===== src/pwrseq_pkg.sv =====
package pwrseq_pkg;
	// clock and timing
	localparam int CLK_HZ = 40_000_000;
	localparam int DEGLITCH_US = 100;
	localparam int DEGLITCH_CYC = (CLK_HZ / 1_000_000) * DEGLITCH_US;
	localparam int SPACING_STEP_MS = 1;
	localparam int MS_CYC = (CLK_HZ / 1000) * SPACING_STEP_MS;
	localparam int RELEASE_STEP_MS = 5;
	localparam int RELEASE_STEP_CYC = (CLK_HZ / 1000) * RELEASE_STEP_MS;
	localparam int TMR_W = 24;

	// sizes
	localparam int NUM_RAILS = 6;
	localparam int NUM_SLOTS = 6;
	localparam int ADDR_W = 8;

	// register offsets
	localparam logic [7:0] OFS_STATUS = 8'h00;
	localparam logic [7:0] OFS_SLEEP_CTRL = 8'h04;
	localparam logic [7:0] OFS_FAULT = 8'h08;
	localparam logic [7:0] OFS_SPACING = 8'h0C;
	localparam logic [7:0] OFS_RELEASE = 8'h10;
	localparam logic [7:0] OFS_SLEEP_REQUEST_PIN_ON = 8'h14;
	localparam logic [7:0] OFS_IRQ_STAT = 8'h18;
	localparam logic [7:0] OFS_IRQ_MASK = 8'h1C;
	localparam logic [7:0] OFS_UPPER = 8'h20;
	localparam logic [7:0] OFS_LOWER = 8'h24;
	localparam logic [7:0] OFS_SLOT0 = 8'h40;

	// status register fields
	localparam int ST_RAIL_OK = 0;
	localparam int ST_GLOBAL_OK = 8;
	localparam int ST_SUPPLY_OK = 9;
	localparam int ST_STANDBY = 10;
	localparam int ST_FAULT = 11;
	localparam int ST_SEQ_DONE = 12;

	// interrupt bits
	localparam int IRQ_W = 4;
	localparam int IRQ_FAULT = 0;
	localparam int IRQ_OK_LOST = 1;
	localparam int IRQ_SUPPLY_LOST = 2;
	localparam int IRQ_SEQ_DONE = 3;

	// reset values
	localparam logic [2:0] SPACING_RST = 3'h1;
	localparam logic [4:0] RELEASE_RST = 5'h3;
	localparam logic [5:0] SLEEP_REQUEST_PIN_ON_RST = 6'h3F;
	localparam logic [7:0] UPPER_RST = 8'h80;
	localparam logic [7:0] LOWER_RST = 8'h70;
	localparam logic [5:0] SLOT0_RST = 6'h01;

	typedef enum logic [2:0] {
		SEQ_IDLE,
		SEQ_WAIT_OK,
		SEQ_SPACE,
		SEQ_RUN,
		SEQ_FAULT
	} seq_state_t;
endpackage


===== src/timer_if.sv =====
`timescale 1ns/10ps
// one delay timer: controller loads and starts, timer reports expiry
interface timer_if #(parameter int W = 24);
	logic start;
	logic stop;
	logic [W-1:0] count;
	logic done;
	modport ctrl (output start, output stop, output count, input done);
	modport tmr (input start, input stop, input count, output done);
endinterface


===== src/interval_timer.sv =====
`timescale 1ns/10ps
module interval_timer #(
	parameter int W = 24
) (
	// clock and reset
	input wire logic clk_sys,
	input wire logic arst_n,
	// control
	timer_if.tmr t
);
	logic [W-1:0] cnt;
	logic busy;

	// load on start, count down, abandon on stop
	always_ff @(posedge clk_sys or negedge arst_n)
	begin
		if (!arst_n)
		begin
			cnt <= '0;
			busy <= 1'b0;
		end
		else if (t.stop)
			busy <= 1'b0;
		else if (t.start)
		begin
			cnt <= t.count;
			busy <= 1'b1;
		end
		else if (busy)
		begin
			if (cnt == '0)
				busy <= 1'b0;
			else
				cnt <= cnt - 1'b1;
		end
	end

	// one-cycle expiry, count+1 cycles after start
	assign t.done = busy && (cnt == '0) && !t.stop && !t.start;
endmodule // interval_timer


===== src/power_sequencer.sv =====
`timescale 1ns/10ps
// What this block does
// - sleep pin rising edge returns the device from standby to normal mode
// - wake waits 100 us deglitch, then enables all rails of the slot sequence mask together
// - sleep pin falling edge puts the device into standby mode
// - standby applies per-rail standby on/off and standby level select
// - standby entered by sleep control register write or by the sleep pin
// - over-temperature sets fault flag, drops global ok, turns rails off
// - during the fault the register port works and registers keep values
// - fault bit cleared by writing zero only once the die has cooled
// - fault cleared: return to normal mode and re-run the slot sequence
// - successive slots are separated by the slot spacing delay
// - global ok goes high at once when every rail ok bit is one and the slot sequence is done
// - reset release delay starts at supply above upper threshold
// - supply below lower threshold drops supply ok immediately
// - slot spacing is 0 to 7 ms in 1 ms steps, same for all
// - reset release delay is 5 to 160 ms in 5 ms steps
// - six slots, each may enable any set of rails
module power_sequencer #(
	parameter int MS_CYCLES = pwrseq_pkg::MS_CYC,
	parameter int RELEASE_STEP_CYCLES = pwrseq_pkg::RELEASE_STEP_CYC
) (
	// clock and reset
	input wire logic clk_sys,
	input wire logic arst_n,
	// register port
	input wire logic [7:0] reg_addr,
	input wire logic [31:0] reg_wdata,
	input wire logic reg_wr,
	input wire logic reg_rd,
	output logic [31:0] reg_rdata,
	output logic irq,
	// host pin and status pins
	input wire logic sleep_request_pin,
	output logic global_power_ok_output,
	output logic supply_ok,
	// rails
	output logic [5:0] rail_enable,
	output logic [5:0] rail_standby_level,
	input wire logic [5:0] per_rail_power_ok_bits,
	// analog monitors
	input wire logic supply_above_upper,
	input wire logic supply_below_lower,
	input wire logic temp_hot,
	input wire logic temp_cooled,
	output logic [7:0] reset_upper_threshold,
	output logic [7:0] reset_lower_threshold
);
	localparam int NR = pwrseq_pkg::NUM_RAILS;
	localparam int NS = pwrseq_pkg::NUM_SLOTS;
	localparam int TW = pwrseq_pkg::TMR_W;

	pwrseq_pkg::seq_state_t state;
	logic [NR-1:0] slot_rails [NS];
	logic [2:0] slot_spacing_delay;
	logic [4:0] reset_release_delay;
	logic [NR-1:0] sleep_request_pin_on;
	logic [pwrseq_pkg::IRQ_W-1:0] irq_stat;
	logic [pwrseq_pkg::IRQ_W-1:0] irq_mask;
	logic standby;
	logic fault;
	logic [2:0] slot_idx;
	logic [NR-1:0] seq_mask;
	logic pin_q;
	logic above_q;
	logic supply_ok_q;
	logic global_ok_q;
	logic pin_rise;
	logic pin_fall;
	logic wr_sleep;
	logic fault_clear;
	logic slot_ok;
	logic seq_done;
	logic [NR-1:0] next_rail_enable;
	logic [31:0] next_rdata;

	timer_if #(.W(TW)) deglitch_t ();
	timer_if #(.W(TW)) space_t ();
	timer_if #(.W(TW)) release_t ();

	interval_timer #(.W(TW)) u_deglitch (
		.clk_sys(clk_sys),
		.arst_n(arst_n),
		.t(deglitch_t)
	);
	interval_timer #(.W(TW)) u_space (
		.clk_sys(clk_sys),
		.arst_n(arst_n),
		.t(space_t)
	);
	interval_timer #(.W(TW)) u_release (
		.clk_sys(clk_sys),
		.arst_n(arst_n),
		.t(release_t)
	);

	// decode and edge detects
	assign pin_rise = sleep_request_pin && !pin_q;
	assign pin_fall = !sleep_request_pin && pin_q;
	assign wr_sleep = reg_wr && (reg_addr == pwrseq_pkg::OFS_SLEEP_CTRL);
	assign fault_clear = reg_wr && (reg_addr == pwrseq_pkg::OFS_FAULT)
		&& !reg_wdata[0] && temp_cooled;
	assign slot_ok = (per_rail_power_ok_bits & slot_rails[slot_idx]) == slot_rails[slot_idx];
	assign seq_done = (state == pwrseq_pkg::SEQ_RUN) || ((state == pwrseq_pkg::SEQ_WAIT_OK)
		&& slot_ok && (slot_idx == 3'(NS - 1)));

	// deglitch timer for the wake edge
	assign deglitch_t.start = pin_rise;
	assign deglitch_t.stop = !sleep_request_pin;
	assign deglitch_t.count = TW'(pwrseq_pkg::DEGLITCH_CYC - 1);

	// slot spacing timer, steps of one millisecond
	assign space_t.stop = fault;
	assign space_t.start = (state == pwrseq_pkg::SEQ_WAIT_OK) && slot_ok && !fault
		&& (slot_idx != 3'(NS - 1)) && (slot_spacing_delay != 3'h0);
	assign space_t.count = TW'(32'(slot_spacing_delay) * MS_CYCLES - 1);

	// reset release timer, (n+1) steps of five milliseconds
	assign release_t.start = supply_above_upper && !above_q;
	assign release_t.stop = supply_below_lower;
	assign release_t.count = TW'((32'(reset_release_delay) + 1) * RELEASE_STEP_CYCLES - 1);

	// input history
	always_ff @(posedge clk_sys or negedge arst_n)
	begin
		if (!arst_n)
		begin
			pin_q <= 1'b1; // pin idles high, no false wake edge
			above_q <= 1'b0;
		end
		else
		begin
			pin_q <= sleep_request_pin;
			above_q <= supply_above_upper;
		end
	end

	// configuration registers, untouched by the fault
	always_ff @(posedge clk_sys or negedge arst_n)
	begin
		if (!arst_n)
		begin
			slot_spacing_delay <= pwrseq_pkg::SPACING_RST;
			reset_release_delay <= pwrseq_pkg::RELEASE_RST;
			sleep_request_pin_on <= pwrseq_pkg::SLEEP_REQUEST_PIN_ON_RST;
			irq_mask <= '0;
			reset_upper_threshold <= pwrseq_pkg::UPPER_RST;
			reset_lower_threshold <= pwrseq_pkg::LOWER_RST;
			for (int i = 0; i < NS; i++)
				slot_rails[i] <= NR'(pwrseq_pkg::SLOT0_RST << i);
		end
		else if (reg_wr)
		begin
			case (reg_addr)
				pwrseq_pkg::OFS_SPACING: slot_spacing_delay <= reg_wdata[2:0];
				pwrseq_pkg::OFS_RELEASE: reset_release_delay <= reg_wdata[4:0];
				pwrseq_pkg::OFS_SLEEP_REQUEST_PIN_ON: sleep_request_pin_on <= reg_wdata[NR-1:0];
				pwrseq_pkg::OFS_IRQ_MASK: irq_mask <= reg_wdata[pwrseq_pkg::IRQ_W-1:0];
				pwrseq_pkg::OFS_UPPER: reset_upper_threshold <= reg_wdata[7:0];
				pwrseq_pkg::OFS_LOWER: reset_lower_threshold <= reg_wdata[7:0];
				default:
				begin
					for (int i = 0; i < NS; i++)
						if (reg_addr == pwrseq_pkg::OFS_SLOT0 + 8'(4 * i))
							slot_rails[i] <= reg_wdata[NR-1:0];
				end
			endcase
		end
	end

	// over-temperature fault flag, set wins over clear
	always_ff @(posedge clk_sys or negedge arst_n)
	begin
		if (!arst_n)
			fault <= 1'b0;
		else if (temp_hot)
			fault <= 1'b1;
		else if (fault_clear)
			fault <= 1'b0;
	end

	// operating mode: standby or normal
	always_ff @(posedge clk_sys or negedge arst_n)
	begin
		if (!arst_n)
			standby <= 1'b0;
		else if (fault_clear && fault)
			standby <= 1'b0;
		else if (pin_fall)
			standby <= 1'b1;
		else if (deglitch_t.done)
			standby <= 1'b0;
		else if (wr_sleep)
			standby <= reg_wdata[0];
	end

	// slot sequencer
	always_ff @(posedge clk_sys or negedge arst_n)
	begin
		if (!arst_n)
		begin
			state <= pwrseq_pkg::SEQ_IDLE;
			slot_idx <= 3'h0;
			seq_mask <= '0;
		end
		else if (fault && state != pwrseq_pkg::SEQ_FAULT)
		begin
			state <= pwrseq_pkg::SEQ_FAULT;
			seq_mask <= '0;
		end
		else
		begin
			case (state)
				pwrseq_pkg::SEQ_IDLE:
				begin
					slot_idx <= 3'h0;
					seq_mask <= slot_rails[0];
					state <= pwrseq_pkg::SEQ_WAIT_OK;
				end
				pwrseq_pkg::SEQ_WAIT_OK:
				begin
					if (slot_ok)
					begin
						if (slot_idx == 3'(NS - 1))
							state <= pwrseq_pkg::SEQ_RUN;
						else if (slot_spacing_delay == 3'h0)
						begin
							slot_idx <= slot_idx + 3'h1;
							seq_mask <= seq_mask | slot_rails[slot_idx + 3'h1];
						end
						else
						begin
							slot_idx <= slot_idx + 3'h1;
							state <= pwrseq_pkg::SEQ_SPACE;
						end
					end
				end
				pwrseq_pkg::SEQ_SPACE:
				begin
					if (space_t.done)
					begin
						seq_mask <= seq_mask | slot_rails[slot_idx];
						state <= pwrseq_pkg::SEQ_WAIT_OK;
					end
				end
				pwrseq_pkg::SEQ_RUN: state <= pwrseq_pkg::SEQ_RUN;
				pwrseq_pkg::SEQ_FAULT:
				begin
					seq_mask <= '0;
					if (!fault)
						state <= pwrseq_pkg::SEQ_IDLE;
				end
				default:
					state <= pwrseq_pkg::SEQ_IDLE;
			endcase
		end
	end

	// rail enables: slot sequence mask in normal, per-rail choice in standby
	always_comb
	begin
		if (fault)
			next_rail_enable = '0;
		else if (standby)
			next_rail_enable = seq_mask & sleep_request_pin_on;
		else
			next_rail_enable = seq_mask;
	end

	always_ff @(posedge clk_sys or negedge arst_n)
	begin
		if (!arst_n)
		begin
			rail_enable <= '0;
			rail_standby_level <= '0;
		end
		else
		begin
			rail_enable <= next_rail_enable;
			rail_standby_level <= standby ? next_rail_enable : '0;
		end
	end

	// global ok follows the rail ok bits with no added delay
	assign global_power_ok_output = (&per_rail_power_ok_bits) && seq_done && !fault;

	// supply ok: delayed rise, immediate fall
	always_ff @(posedge clk_sys or negedge arst_n)
	begin
		if (!arst_n)
			supply_ok_q <= 1'b0;
		else if (supply_below_lower)
			supply_ok_q <= 1'b0;
		else if (release_t.done && supply_above_upper)
			supply_ok_q <= 1'b1;
	end
	assign supply_ok = supply_ok_q && !supply_below_lower;

	// sticky interrupt status, event wins over write-one clear
	always_ff @(posedge clk_sys or negedge arst_n)
	begin
		if (!arst_n)
		begin
			irq_stat <= '0;
			global_ok_q <= 1'b0;
		end
		else
		begin
			global_ok_q <= global_power_ok_output;
			for (int i = 0; i < pwrseq_pkg::IRQ_W; i++)
				if (reg_wr && reg_addr == pwrseq_pkg::OFS_IRQ_STAT && reg_wdata[i])
					irq_stat[i] <= 1'b0;
			if (temp_hot && !fault)
				irq_stat[pwrseq_pkg::IRQ_FAULT] <= 1'b1;
			if (global_ok_q && !global_power_ok_output)
				irq_stat[pwrseq_pkg::IRQ_OK_LOST] <= 1'b1;
			if (supply_ok_q && supply_below_lower)
				irq_stat[pwrseq_pkg::IRQ_SUPPLY_LOST] <= 1'b1;
			if (state == pwrseq_pkg::SEQ_WAIT_OK && slot_ok && slot_idx == 3'(NS - 1))
				irq_stat[pwrseq_pkg::IRQ_SEQ_DONE] <= 1'b1;
		end
	end
	assign irq = |(irq_stat & irq_mask);

	// read mux
	always_comb
	begin
		next_rdata = 32'h0000_0000;
		case (reg_addr)
			pwrseq_pkg::OFS_STATUS:
			begin
				next_rdata[pwrseq_pkg::ST_RAIL_OK +: NR] = per_rail_power_ok_bits;
				next_rdata[pwrseq_pkg::ST_GLOBAL_OK] = global_power_ok_output;
				next_rdata[pwrseq_pkg::ST_SUPPLY_OK] = supply_ok;
				next_rdata[pwrseq_pkg::ST_STANDBY] = standby;
				next_rdata[pwrseq_pkg::ST_FAULT] = fault;
				next_rdata[pwrseq_pkg::ST_SEQ_DONE] = seq_done;
			end
			pwrseq_pkg::OFS_SLEEP_CTRL: next_rdata[0] = standby;
			pwrseq_pkg::OFS_FAULT: next_rdata[0] = fault;
			pwrseq_pkg::OFS_SPACING: next_rdata[2:0] = slot_spacing_delay;
			pwrseq_pkg::OFS_RELEASE: next_rdata[4:0] = reset_release_delay;
			pwrseq_pkg::OFS_SLEEP_REQUEST_PIN_ON: next_rdata[NR-1:0] = sleep_request_pin_on;
			pwrseq_pkg::OFS_IRQ_STAT: next_rdata[pwrseq_pkg::IRQ_W-1:0] = irq_stat;
			pwrseq_pkg::OFS_IRQ_MASK: next_rdata[pwrseq_pkg::IRQ_W-1:0] = irq_mask;
			pwrseq_pkg::OFS_UPPER: next_rdata[7:0] = reset_upper_threshold;
			pwrseq_pkg::OFS_LOWER: next_rdata[7:0] = reset_lower_threshold;
			default:
			begin
				for (int i = 0; i < NS; i++)
					if (reg_addr == pwrseq_pkg::OFS_SLOT0 + 8'(4 * i))
						next_rdata[NR-1:0] = slot_rails[i];
			end
		endcase
	end

	// read data one cycle after the strobe, zero otherwise
	always_ff @(posedge clk_sys or negedge arst_n)
	begin
		if (!arst_n)
			reg_rdata <= 32'h0000_0000;
		else if (reg_rd)
			reg_rdata <= next_rdata;
		else
			reg_rdata <= 32'h0000_0000;
	end
endmodule // power_sequencer


===== config.mk =====
export PLATFORM = sky130hd
export DESIGN_NAME = power_sequencer
export DESIGN_NICKNAME = d
export VERILOG_FILES = /design/src/pwrseq_pkg.sv /design/src/timer_if.sv /design/src/interval_timer.sv /design/src/power_sequencer.sv
export SDC_FILE = /design/constraint.sdc
export NUM_CORES = 1
export LEC_CHECK = 0
export ABC_AREA = 1
export BUFFER_PORTS_ARGS = -buffer_cell sky130_fd_sc_hd__buf_4
export CORE_ASPECT_RATIO = 1.5
export CORE_MARGIN = 4
export CORE_UTILIZATION = 50
export CTS_CLUSTER_DIAMETER = 30
export DETAILED_ROUTE_END_ITERATION = 6
export PLACE_DENSITY_LB_ADDON = 0.08
export SLEW_MARGIN = 20
export SYNTH_ARGS = -nofsm -noshare
export SYNTH_HDL_FRONTEND = slang
export SYNTH_SLANG_ARGS = --single-unit
export TNS_END_PERCENT = 30

===== constraint.sdc =====
create_clock -name clk_sys -period 4.8 [get_ports clk_sys]
set_input_delay 0.24 -clock clk_sys [delete_from_list [all_inputs] [get_ports clk_sys]]
set_output_delay 0.24 -clock clk_sys [all_outputs]
set_load 0.02 [all_outputs]

Word level (Yosys, flattened, before mapping). Index checks and enable logic that the tools add are counted.

Memories: 0. Bits in latches: 0. Bits in read-only memories: 0. Bits of input ports: 55. Bits in writable memories: 0. Bits in registers: 211. Output and inout port bits: 63.

Add/subtract/negate cells: 7. Multiplexer cells: 76. Magnitude comparators: 2. Bitwise logic cells: 11. Reduce and logical (&&, ||, !) cells: 90. Equality and inequality tests: 34. Divide/modulo/power cells: 0. Shift-type cells: 0. $mul: 2.

Operators with widths (number): 24-bit 2-to-1 mux (9); 6-bit 2-to-1 mux (18); 24-bit by 1-bit subtractor with 24-bit output, second input constant (4); 24-bit zero test (3); 8-bit by 7-bit equality test with 1-bit output, second input constant (6); 6-bit binary-select mux with 3-bit select (2); 1-bit logical AND (35); 8-bit by 5-bit equality test with 1-bit output, second input constant (4); 1-bit 2-to-1 mux (28); 3-bit AND reduction (9); 3-bit 2-to-1 mux (8); 6-bit case mux with 4 select lines (1); 3-bit inequality test, second input constant (7); 2-bit nonzero test (10); 19-bit by 1-bit subtractor with 20-bit output, second input constant (1); 6-bit by 12-bit multiplier with 18-bit output, second input constant (1); 2-bit case mux with 9 select lines (1); 8-bit by 4-bit equality test with 1-bit output, second input constant (2); 8-bit by 6-bit equality test with 1-bit output, second input constant (2); 3-bit case mux with 5 select lines (1); 3-bit by 10-bit multiplier with 13-bit output, second input constant (1); 13-bit 2-to-1 mux (1); 6-bit AND (2); 6-bit bitwise OR (2); 37 further kinds (64).

Depth between registers and ports, before layout. Gate-level depths: netlist of run 1.

Depth after elaboration: 15. Gate-level depth with buffers: 28. Gate-level depth less buffers: 27.

Hierarchy. Synthesis of run 1 repeated with hierarchy kept, for this count alone.

Cells, all modules: 2139. Area total of the unflattened synthesis: 14470.1 µm².

By module, submodules not included: power_sequencer (area an instance 8640.8 µm², instances 1, cells an instance 1199); interval_timer at u_release ... (area an instance 1910.6 µm², instances 2, cells an instance 304); interval_timer at u_deglitch (area an instance 2008.2 µm², instances 1, cells an instance 332).

Worst setup path before layout of run 1. No wires, ideal clock.

Path type: register to register. Start: reg reset_release_delay[0]. End: reg u_release.cnt[23]. Cell stages (with the launch flop): 22. Arrival time: 3786 ps. Slack: 898 ps. Library setup time: 116 ps. Buffers on the path: 1. Path through: dfstp_2 buf_2 inv_1 ha_1 inv_1 ha_1 ha_1 inv_1 fa_1 inv_1 ha_1 xor2_1 nor2_1 nand3_1 nor2_1 nand4_1 nor2_1 nand3_1 nand2_1 nand3_1 nand2_1 nand2_1.

Cells in the longest elaborated chain, start to end: 4.

Ends and longest elaborated chain: start, declared (RTL line power_sequencer.sv:56) `logic [4:0] reset_release_delay;`; start signal, assigned (RTL line power_sequencer.sv:144) `reset_release_delay <= pwrseq_pkg::RELEASE_RST;`; start signal, assigned (RTL line power_sequencer.sv:156) `pwrseq_pkg::OFS_RELEASE: reset_release_delay <= reg_wdata[4:0];`; 5-bit by 1-bit adder with 6-bit output (RTL line power_sequencer.sv:121) `assign release_t.count = TW'((32'(reset_release_delay) + 1) * RELEASE_STEP_CYCLES - 1);`; 6-bit by 12-bit multiplier with 18-bit output (RTL line power_sequencer.sv:121); 24-bit by 1-bit subtractor with 24-bit output (RTL line power_sequencer.sv:121); 24-bit 2-to-1 mux (RTL line interval_timer.sv:24) `else if (t.start)`; end signal, assigned (RTL line interval_timer.sv:26) `cnt <= t.count;`; end signal, assigned (RTL line interval_timer.sv:34) `cnt <= cnt - 1'b1;`; end, declared (RTL line interval_timer.sv:11) `logic [W-1:0] cnt;`.

Every way passes these cells. A chain may end at the register's enable or synchronous reset.

Final worst setup path of run 1.
Start: reg reset_release_delay[0]. End: reg u_release.cnt[20].

The elaborated chain is that of the path after synthesis.

==> results of run 1 <==
==> cells in the mapped netlist (5+ instances only) <==
library cell,instances,area (um2)
sky130_fd_sc_hd__a21oi_1,67,335.3
sky130_fd_sc_hd__a221oi_1,7,61.31
sky130_fd_sc_hd__a31oi_1,10,62.56
sky130_fd_sc_hd__buf_2,15,75.07
sky130_fd_sc_hd__buf_4,22,165.2
sky130_fd_sc_hd__buf_6,5,56.30
sky130_fd_sc_hd__clkbuf_1,17,63.81
sky130_fd_sc_hd__dfrtp_1,172,4304
sky130_fd_sc_hd__dfstp_2,20,525.5
sky130_fd_sc_hd__fa_1,7,140.1
sky130_fd_sc_hd__ha_1,53,663.1
sky130_fd_sc_hd__inv_1,243,912.1
sky130_fd_sc_hd__inv_2,7,26.28
sky130_fd_sc_hd__nand2_1,454,1704
sky130_fd_sc_hd__nand3_1,89,445.4
sky130_fd_sc_hd__nand3b_1,9,67.56
sky130_fd_sc_hd__nand4_1,25,156.4
sky130_fd_sc_hd__nor2_1,176,660.6
sky130_fd_sc_hd__nor3_1,24,120.1
sky130_fd_sc_hd__nor4_1,6,37.54
sky130_fd_sc_hd__o211ai_1,30,225.2
sky130_fd_sc_hd__o21ai_0,146,730.7
sky130_fd_sc_hd__o21ai_1,23,115.1
sky130_fd_sc_hd__o221ai_1,14,122.6
sky130_fd_sc_hd__o22ai_1,20,125.1
sky130_fd_sc_hd__o31ai_1,7,52.55
sky130_fd_sc_hd__xnor2_1,14,122.6
sky130_fd_sc_hd__xor2_1,41,359.1
==> kinds of logic after synthesis <==
logic type | Yosys count | share of synthesized area
flip-flops | 192 | 0.3745
other | 1 | 0.0002908
AND/OR/NAND/NOR | 808 | 0.2658
XOR/XNOR | 55 | 0.03736
AO/OA/AOI/OAI | 347 | 0.1577
adder cells (fa/ha/maj) | 60 | 0.06229
buffers and inverters | 313 | 0.1021
==> power breakdown <==
group / switching (uW) / leakage, uW / internal (uW)
combinational: 433 / 0.00449 / 219
clock: 667 / 0.000294 / 842
sequential: 97.8 / 0.00231 / 1720
total: 1200 / 0.00709 / 2780
==> metal layers <==
| metal | global-route usage | up-vias | part of all wire |
|---|---|---|---|
| li1 | - | 5905 | - |
| met1 | 0.2904 | 5531 | 0.37 |
| met2 | 0.5050 | 342 | 0.53 |
| met3 | 0.02966 | 112 | 0.038 |
| met4 | 0.1524 | 0 | 0.059 |
| met5 | 0 | - | 0 |
==> sequential cells by signal, summed over array words and instances, names as in the netlist, 3 cells and up <==
signal                 flops
irq_mask                   4
irq_stat                   4
rail_enable                6
rail_standby_level         6
reg_rdata                 13
reset_lower_threshold      8
reset_release_delay        5
reset_upper_threshold      8
seq_mask                   6
sleep_request_pin_on       6
slot_idx                   3
slot_rails                36
slot_spacing_delay         3
state                      3
u_deglitch.cnt            24
u_release.cnt             24
u_space.cnt               24
==> metrics by stage <==
| stage | power (uW) | setup slack [ns] |
|---|---|---|
| after global placement | 2484 | 0.2605 |
| after global routing | 4167 | 0.03398 |
| final | 3980 | 0.4052 |
| after floorplan | 2270 | 0.8978 |
| after detailed placement | 2496 | 0.1697 |
| after CTS | 4001 | 0.1607 |
==> final timing paths <==
path,startpoint,end,slack (ns),cells past startpoint
max,reset_release_delay[0],u_release.cnt[20],0.41,22
min,reg_wdata[7],reset_upper_threshold[7],0.04,3
max reg2reg,reset_release_delay[0],u_release.cnt[20],0.41,22
min reg2reg,global_ok_q,irq_stat[1],0.46,2
max in group asynchronous,arst_n,u_deglitch.cnt[13],3.24,3
min in group asynchronous,arst_n,u_space.cnt[5],0.39,2
==> critical path, delay by kind of cell, from the launching register on <==
kind | cells | cell delay (ns)
flops | 1 | 0.68
simple gates | 12 | 1.40
fa+ha+maj | 5 | 1.76
compound gates | 1 | 0.06
buf+inv | 4 | 0.39
==> cell type report <==
type                       count  share of cell area
clock buffer                  21             0.03150
clock inverter                11             0.01076
inverter                     254             0.06684
multi-input combinational   1289              0.4787
sequential                   192              0.3377
tap                          328             0.02870
timing repair buffer          85             0.04576
==> timing repair <==
| item | in CTS | in global routing |
|---|---|---|
| hold buffers | 4 | 0 |
| resized for setup | 0 | 6 |
| hold endpoints to repair | 88 | 0 |
| endpoints found under the setup margin | 0 | 6 |
==> impl_metrics.csv, run 1 <==
group,metric,value,unit
yosys,yosysSeqAreaShare,0.3745,
timing,drv_slew,0,
layout,postLayoutCellArea,0.01430,mm2
cts,clock_sink_count,192,
place,numPortBuffers,74,
layout,final_layout_size_suffix_gt1_frac,0.09125,
detailed_routing,final_antenna_net_count,0,
place,dp.final_hpwl,29.28,mm
floorplan,floorplan.initialDensity,0.5111,
cts,clkLatencyLatePin,0.44,ns
detailed_routing,first_pass_iters,5,
layout,count_of_inserted_antenna_diode_cells,0,
yosys,synth.lib_cells_used.distinct,64,
layout,multiInputGateArea,0.006847,mm2
layout,layout.cells.most_common_list,"454 x sky130_fd_sc_hd__nand2_1, 243 x sky130_fd_sc_hd__inv_1, 174 x sky130_fd_sc_hd__nor2_1",
layout,num-fill-cells,2495,
cts,cts-root-buf,"sky130_fd_sc_hd__clkbuf_16",
yosys,yosys_most_used_dff,"sky130_fd_sc_hd__dfrtp_1",
layout,finish.net_count,1954,
worst_setup_path,cp.arrival,4.72,ns
worst_setup_path,cp_max_fo,9,
timing,tightest_slew,0.9502,ns
worst_setup_path,setup.worst_path.start_class,"flop",
timing,finalCritPeriodShare,0.9156,
global_route,grt_remaining_overflow,0,
floorplan,die_w,139.1,um
worst_setup_path,worstPathCellList,"inv_1, ha_1, inv_1, ha_1, ha_1, inv_1, fa_1, inv_1, ha_1, nand2_1, nand3_1, nand2_1, nand2_1, nand2_1, nor2_1, nand3_2, nor2_4, nand3_1, nand2_1, nand3_1, nand3_1, o21ai_1",
cts,cts.path.max_buffers,2,
global_route,grtUsageTotal,0.2685,
detailed_routing,viasPerCell,5.454,
timing,setup_repair_after_global_routing_missed_its_margin,"no",
yosys,synth_edf_count,0,
floorplan,top_level_ports,118,
power_and_ir_drop,irDropWorstVdd,277.3,uV
timing,timing.final.hold_violations,0,
layout,areaGrowthSynthToFinish,10.91,%
worst_setup_path,endpoint_kind,"flop",
global_route,initial_antenna_violation_count,0,
timing,slew_headroom,0.3616,
timing,timing.final.crit_period,4.395,ns
layout,mostFrequentLayoutCell,"sky130_fd_sc_hd__nand2_1",
layout,sequential_cell_area,0.004830,mm2
global_route,largest_net_degree_at_the_start_of_global_routing,88,
place,place_area,0.01363,mm2
layout,final_core_utilization,0.5669,
cts,number_of_h_tree_branching_levels,4,
worst_setup_path,crit_top_cell,"sky130_fd_sc_hd__nand2_1",
timing,setup_viol_count_final,0,
timing,setup_total_negative_slack,0,ns
detailed_routing,dr.first_iter.drc_count,703,
cts,number_of_buffers_created_by_cts,17,
detailed_routing,wl_per_cell,17.23,um
timing,post_route_clock_skew,0.008860,ns
cts,tritoncts_clock_tree,"done",
power_and_ir_drop,powerDensity,278.3,mW/mm2
flow_run,drv.max_cap_violation_count,0,
worst_setup_path,cp.required,5.13,ns
run_status,outcome,"completed",
yosys,postSynthCellCount,1776,
cts,cts_setup_buffers,0,
place,finalWeightedCongestion,0.9265,
floorplan,std_cell_rows,71,
detailed_routing,remaining_drc_errors,0,
global_route,first_global_vias,11940,
worst_setup_path,crit_slowest_cell,"sky130_fd_sc_hd__dfstp_2",
yosys,synth_async_sr_flop_share,1.000,
yosys,yosys_register_bits,192,
yosys,ys_warn_count,0,
place,dp.cells,2144,
cts,cts.clk_slew.worst_paths,0.08,ns
layout,final_non_filler_cell_total,2180,
timing,timing.fmax,227.5,MHz
worst_hold_path,worst_hold_path_type,"input pin to flop",
floorplan,core_area,0.02523,mm2
yosys,synthesis.area,0.01289,mm2
detailed_routing,dr_total_vias,11890,
floorplan,die_h,204.7,um
detailed_routing,finalWirelength,37.57,mm
worst_setup_path,critPathMaxStageDelay,0.68,ns
power_and_ir_drop,cellLeakagePower,0.007090,uW
floorplan,floorplan.die_area,0.02848,mm2
worst_setup_path,critical_setup_path_class,"flop to flop",
yosys,syn-mean-instance-area,7.261,um2
global_route,grt_first_pass_wirelength,60.78,mm
timing,hold_ws,0.04165,ns
Note: power is estimated with default switching activity, not from simulation.
==> run 2, diff against run 1 <==
--- a/config.mk
+++ b/config.mk
@@ -7,7 +7,7 @@
 export LEC_CHECK = 0
 export ABC_AREA = 1
 export BUFFER_PORTS_ARGS = -buffer_cell sky130_fd_sc_hd__buf_4
-export CORE_ASPECT_RATIO = 1.5
+export CORE_ASPECT_RATIO = 1.1
 export CORE_MARGIN = 4
 export CORE_UTILIZATION = 50
 export CTS_CLUSTER_DIAMETER = 30
==> impl_metrics.csv, run 2 (synthesis results as in run 1) <==
group,metric,value,unit
layout,num-fill-cells,2448,
place,dp.final_hpwl,26.08,mm
timing,timing.final.crit_period,4.331,ns
detailed_routing,finalWirelength,34.92,mm
place,place_ws,0.3493,ns
cts,cts.clk_slew.worst_paths,0.09,ns
detailed_routing,first_pass_iters,6,
timing,finalCritPeriodShare,0.9024,
global_route,first_global_vias,11250,
global_route,largest_net_degree_at_the_start_of_global_routing,109,
floorplan,die_h,176.4,um
floorplan,top_level_ports,118,
place,dp.cells,2162,
timing,setup_viol_count_final,0,
detailed_routing,dr.first_iter.drc_count,1121,
worst_setup_path,critical_setup_path_class,"flop to flop",
layout,largest_register,"slot_rails",
global_route,grt_remaining_overflow,0,
worst_setup_path,critPathMaxStageDelay,0.63,ns
layout,finish.net_count,1954,
power_and_ir_drop,cellLeakagePower,0.007094,uW
timing,post_route_setup_slack,0.4686,ns
worst_hold_path,worst_hold_path_type,"input pin to flop",
worst_setup_path,cp_max_fo,9,
layout,areaGrowthSynthToFinish,11.07,%
detailed_routing,dr_total_vias,11820,
detailed_routing,viasPerCell,5.375,
layout,mostFrequentLayoutCell,"sky130_fd_sc_hd__nand2_1",
timing,slew_headroom,0.3897,
floorplan,floorplan.die_area,0.02843,mm2
layout,largest_register_ff_count,36,
timing,timing.final.hold_violations,0,
detailed_routing,final_antenna_net_count,0,
timing,tightest_slew,0.9155,ns
timing,setup_total_negative_slack,0,ns
layout,layout.cells.most_common_list,"454 x sky130_fd_sc_hd__nand2_1, 243 x sky130_fd_sc_hd__inv_1, 175 x sky130_fd_sc_hd__nor2_1",
timing,setup_repair_after_global_routing_missed_its_margin,"no",
flow_run,drv.max_cap_violation_count,0,
floorplan,std_cell_rows,61,
power_and_ir_drop,combPwrFrac,0.161,
worst_setup_path,path_buf_inv,6,
timing,drv_slew,0,
floorplan,die_w,161.1,um
worst_setup_path,endpoint_kind,"flop",
cts,clock_sink_count,192,
power_and_ir_drop,power.share.sequential,0.459,
detailed_routing,remaining_drc_errors,0,
place,finalWeightedCongestion,0.9284,
layout,final_layout_size_suffix_gt1_frac,0.09125,
worst_setup_path,worst_path_dominant_cell_family,"adder cells",
power_and_ir_drop,irDropWorstVdd,214.7,uV
cts,number_of_h_tree_branching_levels,4,
cts,clkLatencyLatePin,0.44,ns
power_and_ir_drop,internal-power,2747,uW
global_route,initial_antenna_violation_count,0,
global_route,grt_first_pass_wirelength,58.02,mm
global_route,grtUsageTotal,0.2505,
worst_setup_path,cp.arrival,4.70,ns
cts,cts.path.max_buffers,2,
worst_setup_path,crit_slowest_cell,"sky130_fd_sc_hd__dfstp_2",
place,place_area,0.01365,mm2
cts,number_of_buffers_created_by_cts,17,
run_status,outcome,"completed",
timing,post_route_clock_skew,0.01885,ns
cts,tritoncts_clock_tree,"done",
place,numPortBuffers,74,
power_and_ir_drop,clock_power_share,0.380,
timing,timing.fmax,230.9,MHz
layout,postLayoutCellArea,0.01432,mm2
worst_setup_path,worstPathCellList,"inv_1, ha_1, inv_1, ha_1, ha_1, inv_1, fa_1, inv_1, ha_1, nand3_1, nand2_1, nand2_1, nand2_1, inv_1, nor2_1, nand3_1, nor2_1, nand4_1, inv_1, nand2_1, nand3_1, nand2_1, nand2_1",
floorplan,floorplan.initialDensity,0.5089,
worst_setup_path,cp.required,5.17,ns
power_and_ir_drop,powerDensity,276.1,mW/mm2
cts,cts-root-buf,"sky130_fd_sc_hd__clkbuf_16",
power_and_ir_drop,p_sw_frac,0.3053,
detailed_routing,wl_per_cell,15.89,um
floorplan,core_area,0.02534,mm2
power_and_ir_drop,switchingPower,1207,uW
layout,count_of_inserted_antenna_diode_cells,0,
worst_setup_path,setup.worst_path.start_class,"flop",
layout,final_non_filler_cell_total,2198,
-- run 2: final cells by class --
cell class | count | area [um2] | share of cell area
multi-input combinational | 1289 | 6834 | 0.4772
sequential | 192 | 4830 | 0.3372
inverter | 254 | 955.9 | 0.06674
timing repair buffer | 85 | 654.4 | 0.04569
clock buffer | 19 | 442.9 | 0.03093
tap | 346 | 432.9 | 0.03023
clock inverter | 13 | 172.7 | 0.01206
-- run 2: through the flow --
stage / utilization / hold WS (ns) / power (uW)
floorplan: - / -0.05559 / 2270
global placement: 0.5387 / 0.3593 / 2459
detailed placement: 0.5387 / 0.3627 / 2473
CTS: 0.5645 / 0.04023 / 3982
global route: 0.5652 / 0.06360 / 4160
finish: 0.5652 / 0.04958 / 3955
-- run 2: final timing paths --
check | startpoint | end | slack, ns | cells past startpoint
max | reset_release_delay[0] | u_release.cnt[22] | 0.47 | 23
min | reg_wdata[5] | slot_rails[29] | 0.05 | 3
max reg2reg | reset_release_delay[0] | u_release.cnt[22] | 0.47 | 23
min reg2reg | global_ok_q | irq_stat[1] | 0.45 | 2
max in group asynchronous | arst_n | slot_spacing_delay[0] | 3.18 | 3
min in group asynchronous | arst_n | u_space.cnt[3] | 0.48 | 2
-- run 2: what timing repair did --
action                                  4_1_cts  5_1_grt
hold endpoints to repair                     97        0
endpoints found under the setup margin        0        4
hold buffers                                  4        0
resized for setup                             0        3
setup buffers                                 0        0
-- run 2: worst register-to-register path, stage by stage (launching register included) --
cell and delay [ns]:
sky130_fd_sc_hd__dfstp_2 0.63, sky130_fd_sc_hd__inv_1 0.15, sky130_fd_sc_hd__ha_1 0.33, sky130_fd_sc_hd__inv_1 0.14, sky130_fd_sc_hd__ha_1 0.27, sky130_fd_sc_hd__ha_1 0.29
sky130_fd_sc_hd__inv_1 0.05, sky130_fd_sc_hd__fa_1 0.49, sky130_fd_sc_hd__inv_1 0.04, sky130_fd_sc_hd__ha_1 0.35, sky130_fd_sc_hd__nand3_1 0.13, sky130_fd_sc_hd__nand2_1 0.13
sky130_fd_sc_hd__nand2_1 0.06, sky130_fd_sc_hd__nand2_1 0.13, sky130_fd_sc_hd__inv_1 0.06, sky130_fd_sc_hd__nor2_1 0.17, sky130_fd_sc_hd__nand3_1 0.14, sky130_fd_sc_hd__nor2_1 0.22
sky130_fd_sc_hd__nand4_1 0.17, sky130_fd_sc_hd__inv_1 0.08, sky130_fd_sc_hd__nand2_1 0.05, sky130_fd_sc_hd__nand3_1 0.09, sky130_fd_sc_hd__nand2_1 0.06, sky130_fd_sc_hd__nand2_1 0.05
-- run 2: power by group through the flow --
stage | Sequential [uW] | Clock (uW) | Combinational (uW)
detailed placement | 1840 | 0 | 631
global route | 1830 | 1600 | 729
global placement | 1840 | 0 | 618
finish | 1810 | 1500 | 638
floorplan | 1830 | 0 | 444
CTS | 1810 | 1530 | 638
-- run 2: layer usage --
layer	global-route usage	vias up	share of wire
li1	-	5886	-
met1	0.3621	5498	0.47
met2	0.3957	390	0.45
met3	0.04133	41	0.060
met4	0.06221	0	0.016
met5	0	-	0
